## config.mk

```make
export PLATFORM = sky130hd
export DESIGN_NAME = spimsp_core
export DESIGN_NICKNAME = d
export VERILOG_FILES = /design/src/common/spimsp_pkg.sv /design/src/rtl/spimsp_core.sv /design/src/rtl/spimsp_sync.sv
export SDC_FILE = /design/constraint.sdc
export NUM_CORES = 1
export LEC_CHECK = 0
export ABC_AREA = 1
export CORE_ASPECT_RATIO = 1.1
export CORE_UTILIZATION = 61
export CTS_CLUSTER_DIAMETER = 150
export DETAILED_ROUTE_END_ITERATION = 7
export DONT_BUFFER_PORTS = 1
export PLACE_DENSITY = 0.77
export SLEW_MARGIN = 20
export SYNTH_ARGS = -nofsm -noshare
export SYNTH_HDL_FRONTEND = slang
export SYNTH_SLANG_ARGS = --single-unit
```

## constraint.sdc

```tcl
create_clock -name SYS_CLK_I -period 2.1 [get_ports SYS_CLK_I]
set_input_delay 0.42 -clock SYS_CLK_I [delete_from_list [all_inputs] [get_ports SYS_CLK_I]]
set_output_delay 0.42 -clock SYS_CLK_I [all_outputs]
set_load 0.01 [all_outputs]
```

## src/common/spimsp_pkg.sv

```systemverilog
// Package with constants and types for the serial master/slave port.
package spimsp_pkg;

  // ----------------------------------------------------------------------
  // Frame geometry.
  // ----------------------------------------------------------------------
  localparam int unsigned SPIMSP_BITS = 8; // Bits in one byte frame.
  localparam logic [3:0] SPIMSP_LAST_BIT = 4'h7; // Index of the last bit.
  localparam logic [4:0] SPIMSP_LAST_EDGE = 5'h0F; // 16 edges per byte.

  // ----------------------------------------------------------------------
  // Pin slots of the direction and port-value vectors.
  // ----------------------------------------------------------------------
  localparam int unsigned SPIMSP_PIN_MOSI = 0;
  localparam int unsigned SPIMSP_PIN_MISO = 1;
  localparam int unsigned SPIMSP_PIN_SCK = 2;
  localparam int unsigned SPIMSP_PIN_SEL = 3;

  // ----------------------------------------------------------------------
  // Master half-period counts in system clocks, indexed by the rate code.
  // Dividers 4, 16, 64, 128 give halves 2, 8, 32, 64; double speed halves.
  // ----------------------------------------------------------------------
  localparam logic [6:0] SPIMSP_HALF_0 = 7'h02;
  localparam logic [6:0] SPIMSP_HALF_1 = 7'h08;
  localparam logic [6:0] SPIMSP_HALF_2 = 7'h20;
  localparam logic [6:0] SPIMSP_HALF_3 = 7'h40;
  localparam logic [6:0] SPIMSP_HALF_2X_0 = 7'h01;
  localparam logic [6:0] SPIMSP_HALF_2X_1 = 7'h04;
  localparam logic [6:0] SPIMSP_HALF_2X_2 = 7'h10;
  localparam logic [6:0] SPIMSP_HALF_2X_3 = 7'h20;

  // ----------------------------------------------------------------------
  // Reset values.
  // ----------------------------------------------------------------------
  localparam logic [7:0] SPIMSP_BYTE_RST = 8'h00;

  // Master transfer state.
  typedef enum logic [0:0] {
    SPIMSP_IDLE = 1'b0,
    SPIMSP_XFER = 1'b1
  } spimsp_state_t;

endpackage

```

## src/rtl/spimsp_core.sv

```systemverilog
// Byte-wide serial peripheral port that works as master or as slave.
`timescale 1ns/10ps
module spimsp_core
  import spimsp_pkg::*;
(
  input wire logic SYS_CLK_I,
  input wire logic RESET_I,
  input wire logic SERIAL_POWER_REDUCE_I, // One keeps the port off.
  input wire logic SERIAL_ENABLE_I,
  input wire logic TRANSFER_IRQ_ENABLE_I,
  input wire logic GLOBAL_IRQ_ENABLE_I,
  input wire logic BIT_ORDER_I, // One sends LSB first.
  input wire logic CLK_POL_I,
  input wire logic CLK_PHA_I,
  input wire logic [1:0] RATE_SEL_I,
  input wire logic DOUBLE_SPEED_I,
  input wire logic MASTER_SELECT_WR_I, // Pulse: write master_select.
  input wire logic MASTER_SELECT_VAL_I,
  input wire logic DATA_WR_I, // Pulse: software writes data.
  input wire logic [7:0] DATA_WDATA_I,
  input wire logic DATA_RD_I, // Pulse: software reads data.
  input wire logic STATUS_RD_I, // Pulse: software reads status.
  input wire logic IRQ_ACK_I, // Pulse: interrupt vector runs.
  input wire logic [3:0] PIN_DIR_OUT_I, // User directions, one = out.
  input wire logic [3:0] PIN_PORT_I, // User output values.
  input wire logic MOSI_I,
  output logic MOSI_O,
  output logic MOSI_OE_N_O,
  input wire logic MISO_I,
  output logic MISO_O,
  output logic MISO_OE_N_O,
  input wire logic SCK_I,
  output logic SCK_O,
  output logic SCK_OE_N_O,
  input wire logic SEL_N_I,
  output logic SEL_N_O,
  output logic SEL_OE_N_O,
  output logic [7:0] RX_DATA_O,
  output logic TRANSFER_DONE_FLAG_O,
  output logic WRITE_COLLISION_FLAG_O,
  output logic MASTER_SELECT_O,
  output logic BUSY_O,
  output logic IRQ_O
);

  // ----------------------------------------------------------------------
  // Pin synchronisation.
  // ----------------------------------------------------------------------
  logic [3:0] pins_s; // Synchronised MOSI, MISO, SCK, select.
  logic sck_prev_q; // Previous synchronised clock, for edges.

  spimsp_sync #(
    .WIDTH(4)
  ) u_sync (
    .SYS_CLK_I(SYS_CLK_I),
    .RESET_I(RESET_I),
    .ASYNC_I({SEL_N_I, SCK_I, MISO_I, MOSI_I}),
    .SYNC_O(pins_s)
  );

  // ----------------------------------------------------------------------
  // Mode decode.
  // ----------------------------------------------------------------------
  logic en; // Port is live.
  logic master_q; // Master mode bit.
  logic sel_low; // Select pin seen low.
  logic mode_fault; // Another master pulled our select low.
  logic sel_in_m; // Select pin acts as input in master mode.

  assign en = SERIAL_ENABLE_I & ~SERIAL_POWER_REDUCE_I;
  assign sel_low = ~pins_s[SPIMSP_PIN_SEL];
  assign sel_in_m = ~PIN_DIR_OUT_I[SPIMSP_PIN_SEL];
  assign mode_fault = en & master_q & sel_in_m & sel_low;

  // Half period of the master clock for the chosen rate.
  function automatic logic [6:0] half_count(input logic [1:0] sel,
                                            input logic dbl);
    logic [6:0] h;
    h = SPIMSP_HALF_0;
    case ({dbl, sel})
      3'b000: h = SPIMSP_HALF_0;
      3'b001: h = SPIMSP_HALF_1;
      3'b010: h = SPIMSP_HALF_2;
      3'b011: h = SPIMSP_HALF_3;
      3'b100: h = SPIMSP_HALF_2X_0;
      3'b101: h = SPIMSP_HALF_2X_1;
      3'b110: h = SPIMSP_HALF_2X_2;
      default: h = SPIMSP_HALF_2X_3;
    endcase
    return h;
  endfunction

  // ----------------------------------------------------------------------
  // Master select bit. The fault clear wins over a software set, since a
  // foreign master on the bus must never meet our drivers.
  // ----------------------------------------------------------------------
  always_ff @(posedge SYS_CLK_I) begin
    if (RESET_I) begin
      master_q <= 1'b0;
    end else if (mode_fault) begin
      master_q <= 1'b0;
    end else if (MASTER_SELECT_WR_I) begin
      master_q <= MASTER_SELECT_VAL_I;
    end
  end

  // ----------------------------------------------------------------------
  // Shift engine: master clock generator and slave edge detection.
  // ----------------------------------------------------------------------
  spimsp_state_t state_q; // Master transfer state.
  logic [6:0] div_q; // Master half-period counter.
  logic [4:0] edge_q; // Master edge index, 0 to 15.
  logic sck_q; // Master clock level.
  logic [3:0] cnt_q; // Slave sampled-bit count.
  logic [7:0] sr_q; // Shift register.
  logic out_bit_q; // Bit presented on the data output.
  logic top_bit; // Next bit to send.
  logic s_lead; // Slave leading edge.
  logic s_trail; // Slave trailing edge.
  logic s_act; // Slave selected and live.
  logic m_tick; // Master edge due this cycle.
  logic m_lead; // Master edge is a leading one.
  logic smp; // A sample edge fires.
  logic setup; // A setup edge fires.
  logic in_bit; // Incoming data bit for the current role.
  logic busy; // A byte is in flight.
  logic done; // A byte just finished.
  logic wr_ok; // Data write that loads the shift register.

  assign top_bit = BIT_ORDER_I ? sr_q[0] : sr_q[SPIMSP_BITS-1];
  assign s_act = en & ~master_q & sel_low;
  assign s_lead = s_act & (sck_prev_q == CLK_POL_I) &
                  (pins_s[SPIMSP_PIN_SCK] != CLK_POL_I);
  assign s_trail = s_act & (sck_prev_q != CLK_POL_I) &
                   (pins_s[SPIMSP_PIN_SCK] == CLK_POL_I);
  assign m_tick = (state_q == SPIMSP_XFER) & (div_q == 7'h01);
  assign m_lead = ~edge_q[0];
  assign in_bit = master_q ? pins_s[SPIMSP_PIN_MISO]
                           : pins_s[SPIMSP_PIN_MOSI];
  // Phase zero samples on the leading edge, phase one on the trailing.
  assign smp = master_q ? (m_tick & (m_lead ^ CLK_PHA_I))
                        : (CLK_PHA_I ? s_trail : s_lead);
  assign setup = master_q ? (m_tick & ~(m_lead ^ CLK_PHA_I))
                          : (CLK_PHA_I ? s_lead : s_trail);
  assign busy = (state_q == SPIMSP_XFER) | (s_act & (cnt_q != 4'h0));
  assign done = master_q ? (m_tick & (edge_q == SPIMSP_LAST_EDGE))
                         : (smp & (cnt_q == SPIMSP_LAST_BIT));
  assign wr_ok = en & DATA_WR_I & ~busy;

  // Previous slave clock sample for edge detection.
  always_ff @(posedge SYS_CLK_I) begin
    if (RESET_I) begin
      sck_prev_q <= 1'b0;
    end else begin
      sck_prev_q <= pins_s[SPIMSP_PIN_SCK];
    end
  end

  // Master state, divider, edge index and clock level.
  always_ff @(posedge SYS_CLK_I) begin
    if (RESET_I || !en || !master_q) begin
      // Leaving master mode also kills a byte in flight.
      state_q <= SPIMSP_IDLE;
      div_q <= 7'h00;
      edge_q <= 5'h00;
      sck_q <= CLK_POL_I;
    end else begin
      case (state_q)
        SPIMSP_IDLE: begin
          sck_q <= CLK_POL_I; // Idle level follows polarity.
          if (wr_ok) begin
            state_q <= SPIMSP_XFER;
            div_q <= half_count(RATE_SEL_I, DOUBLE_SPEED_I);
            edge_q <= 5'h00;
          end
        end
        default: begin
          if (m_tick) begin
            sck_q <= ~sck_q;
            edge_q <= edge_q + 5'h01;
            div_q <= half_count(RATE_SEL_I, DOUBLE_SPEED_I);
            if (done) begin
              state_q <= SPIMSP_IDLE;
            end
          end else begin
            div_q <= div_q - 7'h01;
          end
        end
      endcase
    end
  end

  // Slave bit counter; select high or a mode change clears it at once.
  always_ff @(posedge SYS_CLK_I) begin
    if (RESET_I || !s_act) begin
      cnt_q <= 4'h0;
    end else if (smp) begin
      cnt_q <= done ? 4'h0 : cnt_q + 4'h1;
    end
  end

  // Shift register: loads on a write, takes one bit per sample edge.
  always_ff @(posedge SYS_CLK_I) begin
    if (RESET_I) begin
      sr_q <= SPIMSP_BYTE_RST;
    end else if (wr_ok) begin
      sr_q <= DATA_WDATA_I;
    end else if (smp) begin
      if (BIT_ORDER_I) begin
        sr_q <= {in_bit, sr_q[7:1]};
      end else begin
        sr_q <= {sr_q[6:0], in_bit};
      end
    end
  end

  // Output bit moves on setup edges and follows the next bit to send while idle, so it is stable at sampling.
  always_ff @(posedge SYS_CLK_I) begin
    if (RESET_I) begin
      out_bit_q <= 1'b0;
    end else if (setup) begin
      out_bit_q <= top_bit;
    end else if (~busy) begin
      out_bit_q <= BIT_ORDER_I ? DATA_WDATA_I[0] : DATA_WDATA_I[7];
      if (!wr_ok) begin
        out_bit_q <= top_bit;
      end
    end
  end

  // ----------------------------------------------------------------------
  // Receive buffer: overwritten by every completed byte, read or not.
  // ----------------------------------------------------------------------
  always_ff @(posedge SYS_CLK_I) begin
    if (RESET_I) begin
      RX_DATA_O <= SPIMSP_BYTE_RST;
    end else if (done) begin
      // In slave mode and master phase one the final sample lands in the same cycle, so merge it here.
      RX_DATA_O <= BIT_ORDER_I ? (smp ? {in_bit, sr_q[7:1]} : sr_q)
                               : (smp ? {sr_q[6:0], in_bit} : sr_q);
    end
  end

  // ----------------------------------------------------------------------
  // Flags. Status read with a flag set arms its clear; the next data
  // access then clears it. A set in the same cycle wins over any clear.
  // ----------------------------------------------------------------------
  logic done_arm_q; // Status was read with the done flag set.
  logic write_collision_flag_arm_q; // Status was read with the collision flag set.
  logic data_acc; // Data register read or written.

  assign data_acc = DATA_RD_I | DATA_WR_I;

  always_ff @(posedge SYS_CLK_I) begin
    if (RESET_I) begin
      TRANSFER_DONE_FLAG_O <= 1'b0;
      done_arm_q <= 1'b0;
    end else if (done || mode_fault) begin
      TRANSFER_DONE_FLAG_O <= 1'b1;
      done_arm_q <= 1'b0;
    end else if (IRQ_ACK_I || (data_acc && done_arm_q)) begin
      TRANSFER_DONE_FLAG_O <= 1'b0;
      done_arm_q <= 1'b0;
    end else if (STATUS_RD_I && TRANSFER_DONE_FLAG_O) begin
      done_arm_q <= 1'b1;
    end
  end

  always_ff @(posedge SYS_CLK_I) begin
    if (RESET_I) begin
      WRITE_COLLISION_FLAG_O <= 1'b0;
      write_collision_flag_arm_q <= 1'b0;
    end else if (en && DATA_WR_I && busy) begin
      WRITE_COLLISION_FLAG_O <= 1'b1;
      write_collision_flag_arm_q <= 1'b0;
    end else if (data_acc && write_collision_flag_arm_q) begin
      WRITE_COLLISION_FLAG_O <= 1'b0;
      write_collision_flag_arm_q <= 1'b0;
    end else if (STATUS_RD_I && WRITE_COLLISION_FLAG_O) begin
      write_collision_flag_arm_q <= 1'b1;
    end
  end

  // Interrupt request and visible state.
  always_ff @(posedge SYS_CLK_I) begin
    if (RESET_I) begin
      IRQ_O <= 1'b0;
      MASTER_SELECT_O <= 1'b0;
      BUSY_O <= 1'b0;
    end else begin
      IRQ_O <= TRANSFER_DONE_FLAG_O & TRANSFER_IRQ_ENABLE_I &
               GLOBAL_IRQ_ENABLE_I;
      MASTER_SELECT_O <= master_q;
      BUSY_O <= busy;
    end
  end

  // ----------------------------------------------------------------------
  // Pin direction overrides. Enables are active low.
  // ----------------------------------------------------------------------
  always_ff @(posedge SYS_CLK_I) begin
    if (RESET_I) begin
      MOSI_O <= 1'b0;
      MISO_O <= 1'b0;
      SCK_O <= 1'b0;
      SEL_N_O <= 1'b1;
      {SEL_OE_N_O, SCK_OE_N_O, MISO_OE_N_O, MOSI_OE_N_O} <= 4'hF;
    end else begin
      // User values and directions apply unless overridden below.
      {SEL_N_O, SCK_O, MISO_O, MOSI_O} <= PIN_PORT_I;
      {SEL_OE_N_O, SCK_OE_N_O, MISO_OE_N_O, MOSI_OE_N_O} <= ~PIN_DIR_OUT_I;
      if (en && master_q && !mode_fault) begin
        MOSI_O <= out_bit_q;
        SCK_O <= sck_q;
        MISO_OE_N_O <= 1'b1;
      end else if (en) begin
        MOSI_OE_N_O <= 1'b1;
        SCK_OE_N_O <= 1'b1;
        SEL_OE_N_O <= 1'b1;
        MISO_O <= out_bit_q;
        MISO_OE_N_O <= ~(PIN_DIR_OUT_I[SPIMSP_PIN_MISO] & sel_low);
      end
    end
  end

endmodule

```

## src/rtl/spimsp_sync.sv

```systemverilog
// Two-stage synchroniser for pins arriving from outside the clock domain.
`timescale 1ns/10ps
module spimsp_sync #(
  parameter int unsigned WIDTH = 4
) (
  input wire logic SYS_CLK_I,
  input wire logic RESET_I,
  input wire logic [WIDTH-1:0] ASYNC_I,
  output logic [WIDTH-1:0] SYNC_O
);

  // First stage; only the second stage reads it.
  logic [WIDTH-1:0] meta_q;

  // ----------------------------------------------------------------------
  // Two flops in series to settle metastable samples.
  // ----------------------------------------------------------------------
  always_ff @(posedge SYS_CLK_I) begin
    if (RESET_I) begin
      meta_q <= '0;
      SYNC_O <= '0;
    end else begin
      meta_q <= ASYNC_I;
      SYNC_O <= meta_q;
    end
  end

endmodule

```

Yosys cells after proc, flatten, opt, wreduce, memory -nomap -nowiden
Cells that the tools add are included.
{"block": "op_classes", "shift": 0, "n_bitwise": 34, "mul": 0, "reduce_logical": 28, "n_eq_ne": 15, "n_addsub": 3, "order_cmp": 0, "div_mod_pow": 0, "mux": 47}
{"op": "$mux 8", "count": 6}
{"op": "$pmux 7 s6", "count": 1}
{"op": "$mux 1", "count": 33}
{"op": "$and 1x1->1", "count": 21}
{"op": "$mux 7", "count": 3}
{"op": "$mux 5", "count": 3}
{"op": "$eq 3x3->1 const B", "count": 3}
{"op": "$not 1->1", "count": 9}
{"op": "$logic_and 1x1->1", "count": 8}
{"op": "$reduce_bool 2->1", "count": 4}
{"op": "$eq 7x1->1 const B", "count": 1}
{"op": "$sub 7x1->7 const B", "count": 1}
{"op": "$reduce_or 3->1", "count": 2}
{"op": "$add 5x1->5 const B", "count": 1}
{"op": "$eq 5x4->1 const B", "count": 1}
{"op": "$logic_or 1x1->1", "count": 5}
{"op": "$add 4x1->4 const B", "count": 1}
{"op": "$eq 4x3->1 const B", "count": 1}
{"op": "$logic_not 1->1", "count": 4}
{"op": "$mux 4", "count": 1}
{"op": "$not 4->4", "count": 1}
{"op": "$reduce_bool 4->1", "count": 1}
{"op": "$reduce_or 2->1", "count": 2}
{"op": "$eq 3x1->1 const B", "count": 1}
{"op": "other kinds (10)", "count": 13}
{"block": "totals", "ram_bits": 0, "input_bits": 38, "n_memories": 0, "out_inout_bits": 21, "rom_bits": 0, "word_cells": 154, "latchBits": 0, "register_bits": 60}

Depth between registers and ports, before layout
Gate-level depths: netlist of run 1.
{"block": "depth", "word_depth": 13, "depth_mapped": 12, "ltp_nobuf": 12}

Hierarchy
From an unflattened synthesis of run 1, not the netlist that was laid out.
{"block": "hier_totals", "hier_cells": 431, "area_unflattened_um2": 3174.3}
{"mod": "spimsp_core", "seq_area_each_um2": 1051.0, "instances": 1, "cells_per_inst": 406, "area_each_um2": 2942.8}
{"mod": "spimsp_sync", "seq_area_each_um2": 160.2, "instances": 1, "cells_per_inst": 25, "area_each_um2": 231.5}

Worst setup path after synthesis of run 1
No wires, ideal clock.
{"block": "synth_path", "path_type": "register -> register", "from": "register div_q[1]", "to": "register RX_DATA_O[4]", "setup_slack_ns": 0.595, "stages_incl_launch_ff": 13, "setup_ns": 0.113, "t_arrival_ns": 1.392, "period_less_slack_ns": 1.505, "t_required_ns": 1.987, "path_cell_list": "dfxtp_1 > inv_1 > ha_1 > nand2_1 > nor2_4 > nand2_2 > clkinv_1 > nand3_2 > nand2_4 > buf_6 > nand2_1 > nor2_1 > nor2_1"}
{"block": "synth_between", "elab_chain_cells": 6, "word_cells_on_any_way": 10, "cone_classes": "eq/ne (1); mux (5); bitwise (4)"}
{"item": "from (decl)", "line_no": "spimsp_core.sv:111", "source": "logic [6:0] div_q;"}
{"item": "from (signal assigned)", "line_no": "spimsp_core.sv:173", "source": "div_q <= half_count(RATE_SEL_I, DOUBLE_SPEED_I);"}
{"item": "from (signal assigned)", "line_no": "spimsp_core.sv:181", "source": "div_q <= half_count(RATE_SEL_I, DOUBLE_SPEED_I);"}
{"item": "from (signal assigned)", "line_no": "spimsp_core.sv:186", "source": "div_q <= div_q - 7'h01;"}
{"item": "$eq 7x1->1 *", "line_no": "spimsp_core.sv:136", "source": "assign m_tick = (state_q == SPIMSP_XFER) & (div_q == 7'h01);"}
{"item": "$and 1x1->1 *", "line_no": "spimsp_core.sv:136"}
{"item": "$and 1x1->1", "line_no": "spimsp_core.sv:141", "source": "assign smp = master_q ? (m_tick & (m_lead ^ CLK_PHA_I))"}
{"item": "$mux 1", "line_no": "spimsp_core.sv:141"}
{"item": "$mux 8 (tied with other cells)", "line_no": "spimsp_core.sv:240", "source": ": (smp ? {sr_q[6:0], in_bit} : sr_q);"}
{"item": "$mux 8 or $mux 1 (tied branches)", "line_no": "spimsp_core.sv:239, spimsp_core.sv:146"}
{"item": "to (signal assigned)", "line_no": "spimsp_core.sv:239", "source": "RX_DATA_O <= BIT_ORDER_I ? (smp ? {in_bit, sr_q[7:1]} : sr_q)"}
{"item": "to (decl)", "line_no": "spimsp_core.sv:38", "source": "output logic [7:0] RX_DATA_O,"}
Mark *: on every way between the ends. The rest lies on a longest branch, timed or not.
A chain may end at the register's enable or synchronous reset.

Worst setup path after layout of run 1
{"block": "layout_path", "from": "register cnt_q[0]", "to": "register div_q[2]"}
{"block": "layout_between", "elab_chain_cells": 6}
{"item": "from (decl)", "line_no": "spimsp_core.sv:114", "source": "logic [3:0] cnt_q;"}
{"item": "from (signal assigned)", "line_no": "spimsp_core.sv:198", "source": "cnt_q <= done ? 4'h0 : cnt_q + 4'h1;"}
{"item": "$reduce_bool 4->1", "line_no": "spimsp_core.sv:145", "source": "assign busy = (state_q == SPIMSP_XFER) | (s_act & (cnt_q != 4'h0));"}
{"item": "$and 1x1->1", "line_no": "spimsp_core.sv:145"}
{"item": "$or 1x1->1", "line_no": "spimsp_core.sv:145"}
{"item": "$not 1->1"}
{"item": "$and 1x1->1", "line_no": "spimsp_core.sv:148", "source": "assign wr_ok = en & DATA_WR_I & ~busy;"}
{"item": "$reduce_bool 2->1 (no line)"}
Every way passes these cells.

==> out/metrics.csv, run 1 <==
stage;metric;value;unit
yosys;ys_ff_latch;60;
floorplan;start_util;64.51;%
flow_run;max_cap_viol_count;0;
placed_design;place_ws;0.3570;ns
drt;vias_per_cell;5.393;
sta;slew_headroom;69.08;%
yosys;synth_cells;441;
sta;worstMarginPinSlew;0.4633;ns
yosys;synth_edf_count;1;
cells_and_area;area_growth;7.689;%
floorplan;die_h;76.08;µm
cts;cts_hold_buf;0;
cts;post_cts_buffers;0;
power_and_ir_drop;power_density;743.9;nW/µm²
cts;htree_levels;3;
sta;finalSetupViolations;0;
drt;first_iter_violations;162;
setup_path;reg2reg_from;cnt_q[0]$_SDFFE_PP0P_;
grt;grt_use_total;25.76;%
drt;drc_errors;0;
sta;layout_min_cycle_time;1.743;ns
drt;dr_wl_met2;2962;µm
yosys;yosysMostFrequentCell;nand2_1;
drt;ant_nets;0;
sta;hold_viol;0;
placed_design;dp_hpwl;4685;µm
drt;wl_met1;2935;µm
yosys;netlist.top_cell.by_area;dfxtp_1;
sta;min_period_over_period;82.99;%
cells_and_area;drive_above_1_share;10.04;%
yosys;synth.distinct_cells;34;
yosys;yosys_warnings;0;
drt;met3_length;452;µm
floorplan;num_rows;26;
placed_design;place.gp.congestion;0.9106;
setup_path;reg2reg_slack;0.36;ns
sta;drv_slew;0;
grt;grt_pass1_vias;2526;
cts;insertion_delay;0.34;ns
sta;rsz0062_at_grt;false;
setup_path;required;2.32;ns
drt;dr_total_vias;2718;
cts;root_buffer;clkbuf_8;
yosys;yosysTopAreaCellShare;38.82;%
setup_path;crit_path_start_kind;register;
worst_hold_path;worstHoldStart;RESET_I;
drt;wl;6443;µm
status;status;complete, no violations;
drt;wl_per_cell;12.78;µm
yosys;synth_async_sr_flop_share;0;%
cts;tritoncts;done;
yosys;syn-num-nets;485;
cts;cts_resized;0;
yosys;syn_avg_cell_area;6.900;µm²
yosys;netlist_area;3043;µm²
yosys;yosys_most_used_dff;dfxtp_1;
worst_hold_path;hold_path.class;in2reg;
cells_and_area;finalNetCount;487;
setup_path;rr_endpoint;div_q[2]$_SDFFE_PP0P_;
worst_hold_path;holdPathEnd;u_sync.meta_q[1]$_SDFF_PP0_;
sta;clock_skew;0.004179;ns
setup_path;crit_path_max_fanout;12;
yosys;yosysSeqAreaShare;39.80;%
sta;setup_ws;0.3572;ns
cts;path_clk_slew;0.07;ns
setup_path;crit_arrival;1.97;ns
cts;numClockSinks;60;
setup_path;crit_type;reg2reg;
floorplan;core_area;4717;µm²
yosys;synth_area_leaders;dfxtp_1, nand2_1, inv_1;
sta;fmax;573.8;MHz
grt;grt_max_degree;19;
floorplan;die_x;69.34;µm
floorplan;ios;59;
drt;highest_layer;met4;
setup_path;endpoint_kind;register;
grt;grt_pass1_wl;10910;µm
power_and_ir_drop;vdd_drop_max;0.5267;mV
setup_path;r2r_cells;9;
cts;numCtsBuffers;9;
sta;tns;0;ns
power_and_ir_drop;power_leakage;1.492;nW
grt;grt_overflow;0;
yosys;synth_common_cells;nand2_1, dfxtp_1, inv_1;
cells_and_area;antenna_cells;0;
placed_design;io_buffers;0;
grt;antenna_found_initial;0;
cts;cts_buffer_depth;2;
drt;dr.pass1.iters;5;
worst_hold_path;hold_path_depth;1;
floorplan;die_area;5275;µm²
state kept, by name, summed over array words and instances (netlist names), 4 cells and up:
register,flops
RX_DATA_O,8
u_sync.meta_q,4
cnt_q,4
div_q,7
edge_q,5
u_sync.SYNC_O,4
sr_q,8
critical path, cell delays in order (launching register included):
cell     delay (ns)
dfxtp_1        0.33
inv_1          0.10
ha_1           0.16
nand3_1        0.13
nand3_1        0.15
nand3_2        0.08
nand2_1        0.29
inv_1          0.16
o21ai_0        0.17
a21oi_1        0.06
power by group:
| part | internal [mW] | switching [mW] |
|---|---|---|
| clock network | 0.646 | 0.440 |
| registers | 1.17 | 0.0228 |
| logic | 0.0538 | 0.102 |
| total | 1.87 | 0.565 |
metal layers:
layer,vias up,GRT usage (%)
li1,1409,-
met1,1207,32.07
met2,92,41.26
met3,10,7.672
met4,0,11.02
met5,-,0
how the worst max path moves through the flow:
stage	cells after the start	slack, ns	end	from
finish	9	0.36	div_q[2]$_SDFFE_PP0P_	cnt_q[0]$_SDFFE_PP0P_
global route	12	0.19	TRANSFER_DONE_FLAG_O$_SDFFE_PP0P_	div_q[1]$_SDFFE_PP0P_
CTS	9	0.36	div_q[2]$_SDFFE_PP0P_	cnt_q[0]$_SDFFE_PP0P_
detailed placement	8	0.36	div_q[2]$_SDFFE_PP0P_	SERIAL_POWER_REDUCE_I
global placement	8	0.39	edge_q[0]$_SDFFE_PP0P_	SERIAL_POWER_REDUCE_I
floorplan	12	0.59	RX_DATA_O[4]$_SDFFE_PP0P_	div_q[1]$_SDFFE_PP0P_
cell families (layout without fill, tap and decap cells):
kind of cell | Yosys count | after routing | synth area share (%)
AND/OR/NAND/NOR | 221 | 221 | 33.47
buffers and inverters | 77 | 84 | 10.28
AO/OA/AOI/OAI | 71 | 71 | 12.21
flip-flops | 60 | 60 | 39.80
adder cells (fa/ha/maj) | 6 | 6 | 2.467
XOR/XNOR | 5 | 5 | 1.439
multiplexers | 1 | 1 | 0.3290
area by class of cell:
cell class                      instances  area [µm²]
Sequential cell                        60        1211
Timing Repair Buffer                    2       15.01
Clock inverter                          4       45.04
Fill cell                             404        1440
Inverter                               66       250.2
Multi-Input combinational cell        304        1519
Tap cell                               56       70.07
Clock buffer                           12       166.4
metrics by stage:
stage / area (µm²) / power [mW] / instances / util [%] / hold WS (ns)
3_3_place_gp: 3065 / 1.370 / 488 / 64.99 / 0.3896
6_report: 3277 / 2.438 / 504 / 69.47 / 0.1475
5_1_grt: 3277 / 2.532 / 504 / 69.47 / 0.1337
2_1_floorplan: 3043 / 1.349 / 441 / - / 0.3883
3_5_place_dp: 3065 / 1.374 / 488 / 64.99 / 0.3977
4_1_cts: 3277 / 2.451 / 504 / 69.47 / 0.1413
cell usage in the layout (no fill, tap or decap), drive strengths merged:
master   count
nand2      106
inv         64
dfxtp       59
nor2        59
o21ai       41
nand3       38
a21oi       23
clkbuf      12
nor3         9
ha           6
nand4        5
clkinv       5
or2          4
xor2         4
a31oi        2
o211ai       2
o21bai       2
buf          2
mux2i        1
o2111ai      1
xnor2        1
bufinv       1
edfxtp       1
Power figures use the tool's default switching activity.
==> run 2, diff against run 1 <==
ABC_AREA = 0   (was 1)
clock period = 1.7 ns   (was 2.1 ns; I/O delays follow)
==> out/metrics.csv, run 2 <==
stage;metric;value;unit;change
status;status;finished, violations left;;
status;failed_checks;setup timing;;
power_and_ir_drop;power_density;747.2;nW/µm²;+0.45%
yosys;yosys_warnings;0;;unchanged
floorplan;start_util;65.20;%;+0.69 points
drt;wl;8834;µm;+37%
yosys;yosys_most_used_dff;dfxtp_1;;
yosys;syn-num-nets;355;;-27%
flow_run;max_cap_viol_count;0;;unchanged
yosys;yosysTopAreaCellShare;41.37;%;+2.6 points
setup_path;required;1.95;ns;-0.37 ns
cells_and_area;finalInstanceArea;3815;µm²;+16%
cells_and_area;drive_above_1_share;39.55;%;+30 points
cells_and_area;finalNetCount;398;;-18%
cts;htree_levels;3;;unchanged
power_and_ir_drop;vdd_drop_max;0.5983;mV;+14%
placed_design;dp_hpwl;4492;µm;-4.1%
yosys;synth_edf_count;1;;unchanged
setup_path;r2r_cells;6;;-3
cells_and_area;final_cell_mix;dfxtp_1, buf_4, nor2_1;;
sta;layout_min_cycle_time;2.007;ns;+0.2641 ns
setup_path;reg2reg_slack;-0.31;ns;-0.66 ns
placed_design;io_buffers;0;;unchanged
power_and_ir_drop;power_leakage;1.402;nW;-6.0%
cells_and_area;layout_commonest_cell;dfxtp_1;;
yosys;yosysSeqAreaShare;42.42;%;+2.6 points
setup_path;rr_endpoint;cnt_q[3]$_SDFFE_PP0P_;;
cells_and_area;largest_registers;RX_DATA_O (8), sr_q (8), div_q (7);;
cts;path_clk_slew;0.07;ns;about the same
grt;grt_max_degree;47;;+28
cells_and_area;seqCellArea;1219;µm²;+0.62%
grt;grt_use_total;31.48;%;+5.7 points
floorplan;num_rows;25;;-3.8%
floorplan;core_area;4379;µm²;-7.2%
cts;cts_hold_buf;0;;unchanged
cts;cts_buffer_depth;2;;unchanged
sta;min_period_over_period;118.1;%;+35 points
cells_and_area;nFillCells;210;;-48%
floorplan;die_h;73.76;µm;-3.0%
drt;dr.pass1.iters;6;;+1
sta;clock_skew;0.006416;ns;+0.002238 ns
sta;hold_viol;0;;unchanged
worst_hold_path;hold_path.class;in2reg;;
yosys;netlist.top_cell.by_area;dfxtp_1;;
drt;wl_per_cell;21.39;µm;+67%
sta;fmax;498.3;MHz;-13%
drt;drc_errors;0;;unchanged
placed_design;postPlaceCellArea;3209;µm²;+4.7%
yosys;synth_common_cells;dfxtp_1, nor2_1, nand2b_1;;
cts;tritoncts;done;;
setup_path;crit_path_max_fanout;5;;-7
cts;numClockSinks;60;;unchanged
drt;ant_nets;0;;unchanged
grt;grt_overflow;0;;unchanged
cells_and_area;area_growth;33.61;%;
worst_hold_path;hold_path_depth;1;;unchanged
yosys;syn_avg_cell_area;9.181;µm²;+33%
drt;dr_total_vias;2775;;+2.1%
floorplan;die_x;67.23;µm;-3.0%
grt;grtUsageMet2;52.44;%;+11 points
cells_and_area;fin_cells;413;;-18%
grt;grt_pass1_wl;11270;µm;+3.3%
placed_design;place.gp.congestion;0.8625;;-5.3%
setup_path;crit_path_start_kind;register;;
setup_path;endpoint_kind;register;;
setup_path;crit_type;reg2reg;;
sta;worstMarginPinSlew;0.5930;ns;+0.1297 ns
yosys;netlist_area;2855;µm²;-6.2%
worst_hold_path;worstHoldStart;PIN_DIR_OUT_I[2];;
grt;grt_busiest_layer;met2;;
yosys;synth_cells;311;;-29%
cells_and_area;antenna_cells;0;;unchanged
drt;vias_per_cell;6.719;;+25%
floorplan;die_area;4959;µm²;-6.0%
yosys;yosysMostFrequentCell;dfxtp_1;;
setup_path;crit_arrival;2.26;ns;+0.29 ns
sta;rsz0062_at_grt;true;;
sta;setup_ws;-0.3069;ns;-0.6641 ns
yosys;synth_async_sr_flop_share;0;%;unchanged
yosys;synth_area_leaders;dfxtp_1, mux2i_1, nand2b_1;;
cts;numCtsBuffers;9;;unchanged
setup_path;reg2reg_from;master_q$_SDFFE_PP0P_;;
yosys;synth.distinct_cells;54;;+59%
sta;drv_slew;0;;unchanged
sta;finalSetupViolations;35;;+35
placed_design;dp.cells;387;;-21%
cts;root_buffer;clkbuf_8;;
drt;first_iter_violations;301;;+86%
grt;antenna_found_initial;0;;unchanged
grt;grt_util_met1;35.61;%;+3.5 points
cells_and_area;multi_input_area;1907;µm²;+26%
worst_hold_path;holdPathEnd;SCK_OE_N_O$_SDFF_PP1_;;
floorplan;ios;59;;unchanged
grt;grt_use_met3;7.609;%;-0.063 points
cts;insertion_delay;0.35;ns;about the same
cells_and_area;finish.utilization;87.11;%;+18 points
sta;slew_headroom;60.17;%;-8.9 points
grt;grt_pass1_vias;2407;;-4.7%
yosys;ys_ff_latch;60;;unchanged
[run 2: metal layers]
| metal | share of wire [%] | vias up | wire length [µm] |
|---|---|---|---|
| li1 | - | 1215 | - |
| met1 | 38 | 1324 | 3335 |
| met2 | 49 | 181 | 4311 |
| met3 | 8.6 | 55 | 762 |
| met4 | 4.8 | 0 | 424 |
| met5 | 0 | - | 0 |
[run 2: through the flow]
| stage | TNS (ns) | setup slack (ns) | power, mW | hold WS, ns |
|---|---|---|---|---|
| after global routing | -6.640 | -0.2989 | 2.922 | 0.04986 |
| after CTS | -2.379 | -0.1069 | 2.811 | 0.04853 |
| after global placement | -3.098 | -0.1688 | 1.649 | 0.4062 |
| after detailed placement | -4.239 | -0.1998 | 1.655 | 0.4096 |
| final | -5.352 | -0.3069 | 2.851 | 0.05141 |
| after floorplan | -1.687 | -0.2115 | 1.631 | 0.4019 |
[run 2: report_power, final]
part	leakage [nW]	internal (mW)	total, mW	switching, mW
clock	0.0863	0.571	1.16	0.592
sequential	0.494	1.44	1.47	0.0293
combinational	0.822	0.110	0.215	0.105
total	1.40	2.12	2.85	0.727
[run 2: worst max path at each step]
stage                                from                endpoint  slack (ns)
floorplan           div_q[1]$_SDFFE_PP0P_    sr_q[7]$_SDFFE_PP0P_       -0.21
global placement    cnt_q[0]$_SDFFE_PP0P_  edge_q[2]$_SDFFE_PP0P_       -0.17
detailed placement  div_q[1]$_SDFFE_PP0P_    sr_q[5]$_SDFFE_PP0P_       -0.20
CTS                 div_q[1]$_SDFFE_PP0P_    sr_q[6]$_SDFFE_PP0P_       -0.11
global route        master_q$_SDFFE_PP0P_   cnt_q[3]$_SDFFE_PP0P_       -0.30
finish              master_q$_SDFFE_PP0P_   cnt_q[3]$_SDFFE_PP0P_       -0.31
[run 2: cell families after synthesis]
kind of cell	after synthesis	synth area share, %
AND/OR/NAND/NOR	122	24.28
AO/OA/AOI/OAI	71	16.39
flip-flops	60	42.42
multiplexers	25	9.334
buffers and inverters	24	4.032
adder cells (fa/ha/maj)	6	2.629
XOR/XNOR	3	0.9204
[run 2: critical path: stages (launching register included)]
cell and delay (ns):
dfxtp_1 0.37, nor4b_4 0.35, buf_4 0.23, buf_4 0.17
nor2b_1 0.41, o211ai_1 0.27, o41ai_4 0.10
[run 2: timing repair]
| item | 4_1_cts | 5_1_grt |
|---|---|---|
| cloned | 1 | 0 |
| resized for setup | 49 | 33 |
| setup buffers | 4 | 5 |
| pin swaps | 27 | 16 |
| endpoints found under the setup margin | 34 | 37 |
[run 2: final cells by class]
type	count	share of cell area, %
clock buffers	11	3.706
inverters	7	0.6888
well taps	54	1.771
flip-flops and latches	60	31.94
multi-input cells	228	49.98
repair buffers	48	10.99
clock inverters	5	0.9183
